<file path="src/rab_pkg.sv">
// Shared constants, types and carriers of the register access bank
package rab_pkg;

  // ----------------------------------------------------------------------
  // Widths and types
  // ----------------------------------------------------------------------
  localparam int DATA_W = 8;
  localparam int ADDR_W = 3;

  typedef logic [DATA_W-1:0] rab_data_t;
  typedef logic [ADDR_W-1:0] rab_addr_t;
  typedef logic [1:0]        rab_code_t;

  // ----------------------------------------------------------------------
  // Register offsets
  // ----------------------------------------------------------------------
  localparam rab_addr_t ADDR_CTRL     = 3'h0;
  localparam rab_addr_t ADDR_STATUS   = 3'h1;
  localparam rab_addr_t ADDR_CMD      = 3'h2;
  localparam rab_addr_t ADDR_DBG      = 3'h3;
  localparam rab_addr_t ADDR_FLAG_CLR = 3'h4;
  localparam rab_addr_t ADDR_FLAG_SET = 3'h5;

  // ----------------------------------------------------------------------
  // Field layouts and reset values
  // ----------------------------------------------------------------------
  localparam rab_data_t CTRL_RW_MASK  = 8'h0f;
  localparam rab_data_t CTRL_RST      = 8'h00;
  localparam int        CTRL_EN_BIT   = 0;
  localparam int        CTRL_HALT_BIT = 1;
  localparam rab_data_t DBG_RW_MASK   = 8'h01;
  localparam rab_data_t DBG_RST       = 8'h00;
  localparam rab_data_t FLAG_RST      = 8'h00;
  localparam int        CMD_SRST_BIT  = 0;
  localparam int        CMD_KICK_BIT  = 1;
  localparam rab_data_t CMD_READ_VAL  = 8'h00;
  localparam rab_data_t UNMAPPED_VAL  = 8'h00;
  localparam logic [5:0] STATUS_PAD   = 6'h00;

  // Status state codes; the fourth encoding is reserved
  localparam rab_code_t CODE_IDLE = 2'h0;
  localparam rab_code_t CODE_RUN  = 2'h1;
  localparam rab_code_t CODE_HALT = 2'h2;
  localparam rab_code_t CODE_RSVD = 2'h3;

  // ----------------------------------------------------------------------
  // States and carriers
  // ----------------------------------------------------------------------
  typedef enum logic [2:0] {
    ST_IDLE = 3'b001,
    ST_RUN  = 3'b010,
    ST_HALT = 3'b100
  } rab_state_e;

  typedef struct packed {
    logic      rd;
    rab_addr_t raddr;
    logic      wr0;
    rab_addr_t waddr0;
    rab_data_t wdata0;
    logic      wr1;
    rab_addr_t waddr1;
    rab_data_t wdata1;
  } rab_req_s;

  typedef struct packed {
    logic      rvalid;
    rab_data_t rdata;
  } rab_rsp_s;

endpackage

</file>
<file path="src/rab_setclr.sv">
// Shared bit state behind a set alias and a clear alias
`timescale 1ns/1ps
module rab_setclr (
  // Clock and reset
  input  wire logic           sys_clk,
  input  wire logic           rst,
  // Bit actions
  input  wire logic           soft_rst,
  input  wire rab_pkg::rab_data_t set_mask,
  input  wire rab_pkg::rab_data_t clr_mask,
  // Shared state
  output rab_pkg::rab_data_t  state_q
);
  import rab_pkg::*;

  rab_data_t state_reg;
  rab_data_t state_next;

  // ----------------------------------------------------------------------
  // One cell per bit
  // ----------------------------------------------------------------------
  for (genvar i = 0; i < DATA_W; i++) begin : g_bit
    // Clear is tested after soft reset but before set, so it beats a simultaneous set
    always_comb begin
      state_next[i] = state_reg[i];
      if (soft_rst) begin
        state_next[i] = FLAG_RST[i];
      end else if (clr_mask[i]) begin
        state_next[i] = 1'b0;
      end else if (set_mask[i]) begin
        state_next[i] = 1'b1;
      end
    end
  end

  // Register the shared bits
  always_ff @(posedge sys_clk or posedge rst) begin
    if (rst) begin
      state_reg <= FLAG_RST;
    end else begin
      state_reg <= state_next;
    end
  end

  assign state_q = state_reg;

endmodule // rab_setclr

</file>
<file path="src/rab_regs.sv">
// Register bank showing the shared bit access conventions
`timescale 1ns/1ps
module rab_regs (
  // Clock and reset
  input  wire logic              sys_clk,
  input  wire logic              rst,
  // Access port
  input  wire rab_pkg::rab_req_s req,
  output rab_pkg::rab_rsp_s      rsp,
  // Register contents seen by the peripheral
  output rab_pkg::rab_data_t     ctrl_q,
  output rab_pkg::rab_data_t     dbg_q,
  output rab_pkg::rab_data_t     flags_q,
  output rab_pkg::rab_state_e    state_q,
  // One-cycle strobe from the command register
  output logic                   kick
);
  import rab_pkg::*;

  // ----------------------------------------------------------------------
  // Helpers
  // ----------------------------------------------------------------------
  function automatic logic hit(input logic wr, input rab_addr_t a,
                               input rab_addr_t t);
    return wr && (a == t);
  endfunction

  function automatic rab_code_t code_of(input rab_state_e s);
    case (s)
      ST_IDLE: return CODE_IDLE;
      ST_RUN:  return CODE_RUN;
      ST_HALT: return CODE_HALT;
      default: return CODE_IDLE;
    endcase
  endfunction

  rab_data_t  ctrl_reg;
  rab_data_t  ctrl_next;
  rab_data_t  dbg_reg;
  rab_data_t  dbg_next;
  rab_state_e state_reg;
  rab_state_e state_next;
  rab_rsp_s   rsp_reg;
  rab_rsp_s   rsp_next;
  logic       kick_reg;
  logic       kick_next;
  rab_data_t  flags;
  rab_data_t  set_mask;
  rab_data_t  clr_mask;
  logic       srst;

  // ----------------------------------------------------------------------
  // Write decode
  // ----------------------------------------------------------------------
  // Both lanes may hit alias registers in one cycle
  always_comb begin
    clr_mask = '0;
    set_mask = '0;
    srst     = 1'b0;
    kick_next = 1'b0;
    if (hit(req.wr0, req.waddr0, ADDR_FLAG_CLR)) clr_mask |= req.wdata0;
    if (hit(req.wr1, req.waddr1, ADDR_FLAG_CLR)) clr_mask |= req.wdata1;
    if (hit(req.wr0, req.waddr0, ADDR_FLAG_SET)) set_mask |= req.wdata0;
    if (hit(req.wr1, req.waddr1, ADDR_FLAG_SET)) set_mask |= req.wdata1;
    // Command bits act and are not stored
    if (hit(req.wr0, req.waddr0, ADDR_CMD)) begin
      srst      |= req.wdata0[CMD_SRST_BIT];
      kick_next |= req.wdata0[CMD_KICK_BIT];
    end
    if (hit(req.wr1, req.waddr1, ADDR_CMD)) begin
      srst      |= req.wdata1[CMD_SRST_BIT];
      kick_next |= req.wdata1[CMD_KICK_BIT];
    end
    if (srst) begin
      kick_next = 1'b0;
    end
  end

  // ----------------------------------------------------------------------
  // Control and debug registers
  // ----------------------------------------------------------------------
  // Lane 0 is applied last so it wins a same-register collision
  always_comb begin
    ctrl_next = ctrl_reg;
    dbg_next  = dbg_reg;
    if (hit(req.wr1, req.waddr1, ADDR_CTRL)) begin
      ctrl_next = req.wdata1 & CTRL_RW_MASK;
    end
    if (hit(req.wr0, req.waddr0, ADDR_CTRL)) begin
      ctrl_next = req.wdata0 & CTRL_RW_MASK;
    end
    if (hit(req.wr1, req.waddr1, ADDR_DBG)) begin
      dbg_next = req.wdata1 & DBG_RW_MASK;
    end
    if (hit(req.wr0, req.waddr0, ADDR_DBG)) begin
      dbg_next = req.wdata0 & DBG_RW_MASK;
    end
    // Debug settings survive a peripheral reset, but the whole control register is
    // cleared and any state falls to ST_IDLE when software restarts the block
    if (srst) begin
      ctrl_next = CTRL_RST;
    end
  end

  always_ff @(posedge sys_clk or posedge rst) begin
    if (rst) begin
      ctrl_reg <= CTRL_RST;
      dbg_reg  <= DBG_RST;
      kick_reg <= 1'b0;
    end else begin
      ctrl_reg <= ctrl_next;
      dbg_reg  <= dbg_next;
      kick_reg <= kick_next;
    end
  end

  // ----------------------------------------------------------------------
  // Peripheral state machine behind the read-only status field
  // ----------------------------------------------------------------------
  // Writes to the status offset never reach this logic
  always_comb begin
    state_next = state_reg;
    case (state_reg)
      ST_IDLE: begin
        if (ctrl_reg[CTRL_EN_BIT]) state_next = ST_RUN;
      end
      ST_RUN: begin
        if (!ctrl_reg[CTRL_EN_BIT]) state_next = ST_IDLE;
        else if (ctrl_reg[CTRL_HALT_BIT]) state_next = ST_HALT;
      end
      ST_HALT: begin
        if (!ctrl_reg[CTRL_EN_BIT]) state_next = ST_IDLE;
      end
      default: state_next = ST_IDLE;
    endcase
    if (srst) begin
      state_next = ST_IDLE;
    end
  end

  always_ff @(posedge sys_clk or posedge rst) begin
    if (rst) begin
      state_reg <= ST_IDLE;
    end else begin
      state_reg <= state_next;
    end
  end

  // ----------------------------------------------------------------------
  // Set/clear pair
  // ----------------------------------------------------------------------
  rab_setclr u_flags (
    .sys_clk  (sys_clk),
    .rst      (rst),
    .soft_rst (srst),
    .set_mask (set_mask),
    .clr_mask (clr_mask),
    .state_q  (flags)
  );

  // ----------------------------------------------------------------------
  // Read path
  // ----------------------------------------------------------------------
  // Data is registered; answer arrives one cycle after the request
  always_comb begin
    rsp_next.rvalid = req.rd;
    case (req.raddr)
      ADDR_CTRL:     rsp_next.rdata = ctrl_reg;
      ADDR_STATUS:   rsp_next.rdata = {STATUS_PAD,
                                       code_of(state_reg)};
      ADDR_CMD:      rsp_next.rdata = CMD_READ_VAL;
      ADDR_DBG:      rsp_next.rdata = dbg_reg;
      ADDR_FLAG_CLR: rsp_next.rdata = flags;
      ADDR_FLAG_SET: rsp_next.rdata = flags;
      default:       rsp_next.rdata = UNMAPPED_VAL;
    endcase
    if (!req.rd) begin
      rsp_next.rdata = UNMAPPED_VAL;
    end
  end

  always_ff @(posedge sys_clk or posedge rst) begin
    if (rst) begin
      rsp_reg <= '0;
    end else begin
      rsp_reg <= rsp_next;
    end
  end

  assign rsp     = rsp_reg;
  assign ctrl_q  = ctrl_reg;
  assign dbg_q   = dbg_reg;
  assign flags_q = flags;
  assign state_q = state_reg;
  assign kick    = kick_reg;

  logic ctrl_wr0;
  logic ctrl_any;
  assign ctrl_wr0 = hit(req.wr0, req.waddr0, ADDR_CTRL);
  assign ctrl_any = ctrl_wr0 || hit(req.wr1, req.waddr1, ADDR_CTRL);
endmodule // rab_regs

</file>
<file path="config.mk">
export PLATFORM = sky130hd
export DESIGN_NAME = rab_regs
export DESIGN_NICKNAME = d
export VERILOG_FILES = /design/src/rab_pkg.sv /design/src/rab_setclr.sv /design/src/rab_regs.sv
export SDC_FILE = /design/constraint.sdc
export NUM_CORES = 1
export LEC_CHECK = 0
export ABC_CLOCK_PERIOD_IN_PS = 4200
export BUFFER_PORTS_ARGS = -buffer_cell sky130_fd_sc_hd__clkbuf_2
export CAP_MARGIN = 30
export CORE_ASPECT_RATIO = 1.5
export CORE_UTILIZATION = 50
export DETAILED_ROUTE_END_ITERATION = 12
export PLACE_DENSITY = 0.85
export SLEW_MARGIN = 20
export SYNTH_ARGS = -nofsm -noshare
export SYNTH_HDL_FRONTEND = slang
export SYNTH_SLANG_ARGS = --single-unit
</file>
<file path="constraint.sdc">
create_clock -name sys_clk -period 4.2 [get_ports sys_clk]
set_input_delay 0.84 -clock sys_clk [delete_from_list [all_inputs] [get_ports sys_clk]]
set_output_delay 0.84 -clock sys_clk [all_outputs]
set_load 0.02 [all_outputs]
</file>
==> reports/results.ini <==
[die]
chipHeight_um=68.98
initial_utilization_pct=54.12
die_outline_area_mm2=0.003218
placement_rows=23
core_mm2=0.002763
width_of_the_chip_um=46.65
num_io_pins=67

[layout]
fin_nets=224
post_route_cells_drive_above_1_share_pct=36.27
area.growth.synth_to_final_pct=22.26
post_layout_nonfiller_instances=230
largest_register_ff_count=9
insertedDiodeCount=0
most_common_library_cell_in_the_layout_ignoring_fill_and_taps=sky130_fd_sc_hd__clkbuf_2
final_area_mm2=0.001828
layout_common_cells=sky130_fd_sc_hd__clkbuf_2, sky130_fd_sc_hd__dfrtp_1, sky130_fd_sc_hd__nor2_1, sky130_fd_sc_hd__conb_1, sky130_fd_sc_hd__mux2i_1
final_core_utilization_pct=66.17

[setup_path]
crit_path_max_fanout=6
r2r.worst_path.cells=3
r2r-end=state_q[0]
regToRegStartpoint=state_q[0]
setup.worst_path.class=input pin to register
cp.arrival_ns=2.20
critical_path.startpoint_type=input pin
critical_path_required_ns=4.34
regToRegSetupSlack_ns=2.91
endpoint_kind=register

[timing]
fin_crit_sh_pct=48.88
fin_crit_ns=2.053
tightestPinTransition_ns=0.9745
timing_hold_violations_final=0
grt_setup_unrepaired=no
max_slew_margin_pct=34.15
fmax_mhz=487.1
clock-skew-final_ns=0.0008933
report.final.setup_viol=0
final_layout_setup_total_negative_slack_ns=0
report.final.slew_viol_count=0

[synth]
yosysTopAreaCell=sky130_fd_sc_hd__dfrtp_1
main_flop_type_after_synthesis=sky130_fd_sc_hd__dfrtp_1
number_of_enable_type_register_cells_in_the_synthesized_netlist=0
sequential_share_of_the_synthesized_area_pct=43.60
synth-simple-area-share_pct=23.51
post_synth_num_cell_types=43
synth.top_cells.by_area=sky130_fd_sc_hd__dfrtp_1, sky130_fd_sc_hd__buf_4, sky130_fd_sc_hd__mux2i_1
netlist_area_mm2=0.001495
synth_top_area_share_pct=41.84
synth_xor_xnor_area_share_pct=0.5858
post_synthesis_mux_area_share_pct=4.686
largest_family_of_logic_cells_by_synthesized_area=simple AND/OR/NAND/NOR gates
synth_cells=140
postSynthRegisterBits=26
synth.yosys.warnings=0
synth_area_per_cell_um2=10.68
yosys.area_share.adder_pct=0
async_flop_share_pct=100.0
complex_gate_fraction_of_the_synthesized_area_pct=19.33

[worst_hold_path]
min_path_cells=1
end_of_the_worst_hold_path=rsp[6]
hp-class=register to register
min_from=u_flags.state_q[6]

[power]
portion_of_total_power_attributed_to_combinational_logic_pct=29.7
power_switching_share_pct=34.01
power.internal_uw=511.7
total_power_uw=775.5
pwr-share-seq_pct=44.0
total_switching_power_uw=263.7
power_density_mw_per_mm2=424.2
power.share.clock_pct=26.3
p_leak_uw=0.0009018
vdd.ir_drop.worst_mv=0.2584

[global_route]
first_global_vias=1317
globalRouteOverflowTotal=0
first_pass_grt_wire_length_um=6113
pin_count_of_the_biggest_net_entering_global_routing=27
grt_use_total_pct=26.12
antenna_found_initial=0

[routing]
first_pass_iters=4
vias=1376
first_iter_violations=54
via_per_inst=5.983
antenna_violating_nets_post_route=0
drt-wirelength-per-cell_um=16.30
detail_route.drc_violations=0
drt-total-wl_um=3749

[clocking]
numClockSinks=26
cts_buffer_depth=2
hold_buffers_post_cts=0
clock_h_tree_levels=1
cts.repair.resized=0
tritoncts.num_buffers=3
cts_root_buf=sky130_fd_sc_hd__clkbuf_8
clk-insertion-delay-late_ns=0.27
tritoncts=yes
cts.clk_slew.worst_paths_ns=0.09
postCtsSetupBuffers=0

[place]
placed_wire_length_estimate_um=2900
placement.cell_area_mm2=0.001742
numPortBuffers=55
gp_congestion=0.8078
dp.cells=225

[job]
cap_violations=0

[status]
outcome=finished clean

## power groups by stage
stage | registers [uW] | logic, uW | clock network [uW]
floorplan | 378 | 110 | 0
global placement | 341 | 216 | 0
detailed placement | 345 | 226 | 0
CTS | 340 | 229 | 204
global route | 347 | 255 | 217
finish | 341 | 230 | 204
## per-stage QoR
step | hold slack, ns | setup slack [ns]
after floorplan | 0.6470 | 2.400
after global placement | 0.5270 | 2.145
after detailed placement | 0.5446 | 1.976
after CTS | 0.5641 | 2.213
after global routing | 0.5873 | 2.175
final | 0.5575 | 2.147
## cell families (layout without fill, tap and decap cells)
logic type,count (synthesis),after routing
simple gates,51,51
other cells,1,11
xor+xnor,1,1
compound gates,35,35
flops,26,26
buf+inv,19,62
mux,7,7
## synthesized netlist by cell type (3+ instances only)
cell and number:
sky130_fd_sc_hd__clkbuf_1 4, sky130_fd_sc_hd__a32o_1 3, sky130_fd_sc_hd__mux2i_1 7, sky130_fd_sc_hd__a221oi_1 5, sky130_fd_sc_hd__dfrtp_1 25, sky130_fd_sc_hd__o21ai_0 4, sky130_fd_sc_hd__and3_1 4, sky130_fd_sc_hd__nor3_1 6
sky130_fd_sc_hd__a31oi_1 3, sky130_fd_sc_hd__nand2_1 4, sky130_fd_sc_hd__buf_4 11, sky130_fd_sc_hd__nor2_1 11, sky130_fd_sc_hd__nor2b_1 6, sky130_fd_sc_hd__a22o_1 5, sky130_fd_sc_hd__a211oi_1 6, sky130_fd_sc_hd__and4bb_2 3
## how the worst max path moves through the flow
stage	from	end	slack (ns)	cells after the start
floorplan	req[20]	ctrl_q[0]	2.40	3
global placement	req[20]	u_flags.state_q[0]	2.14	4
detailed placement	req[20]	u_flags.state_q[2]	1.98	4
CTS	req[20]	u_flags.state_q[2]	2.21	4
global route	req[20]	u_flags.state_q[2]	2.17	4
finish	req[22]	u_flags.state_q[2]	2.15	4
## cell type report
cell class,count,area [um^2]
Tap cell,37,46.29
Fill cell,242,934.6
Clock buffer,3,41.29
Clock inverter,1,30.03
Inverter,2,7.507
Sequential cell,26,651.9
Multi-Input combinational cell,105,760.7
Timing Repair Buffer,56,290.3
## per-layer routing
metal / global-route usage, % / part of all wire (%) / vias up
li1: - / - / 628
met1: 30.83 / 36 / 665
met3: 1.823 / 5.3 / 12
met5: 0 / 0 / -
met4: 11.43 / 2.4 / 0
met2: 46.70 / 56 / 71
## worst max-delay path, stage by stage
cell and delay, ns:
sky130_fd_sc_hd__clkbuf_2 0.12, sky130_fd_sc_hd__nor4bb_1 0.84, sky130_fd_sc_hd__a22o_1 0.31, sky130_fd_sc_hd__nor3_1 0.08
Note: power is estimated with default switching activity, not from simulation.
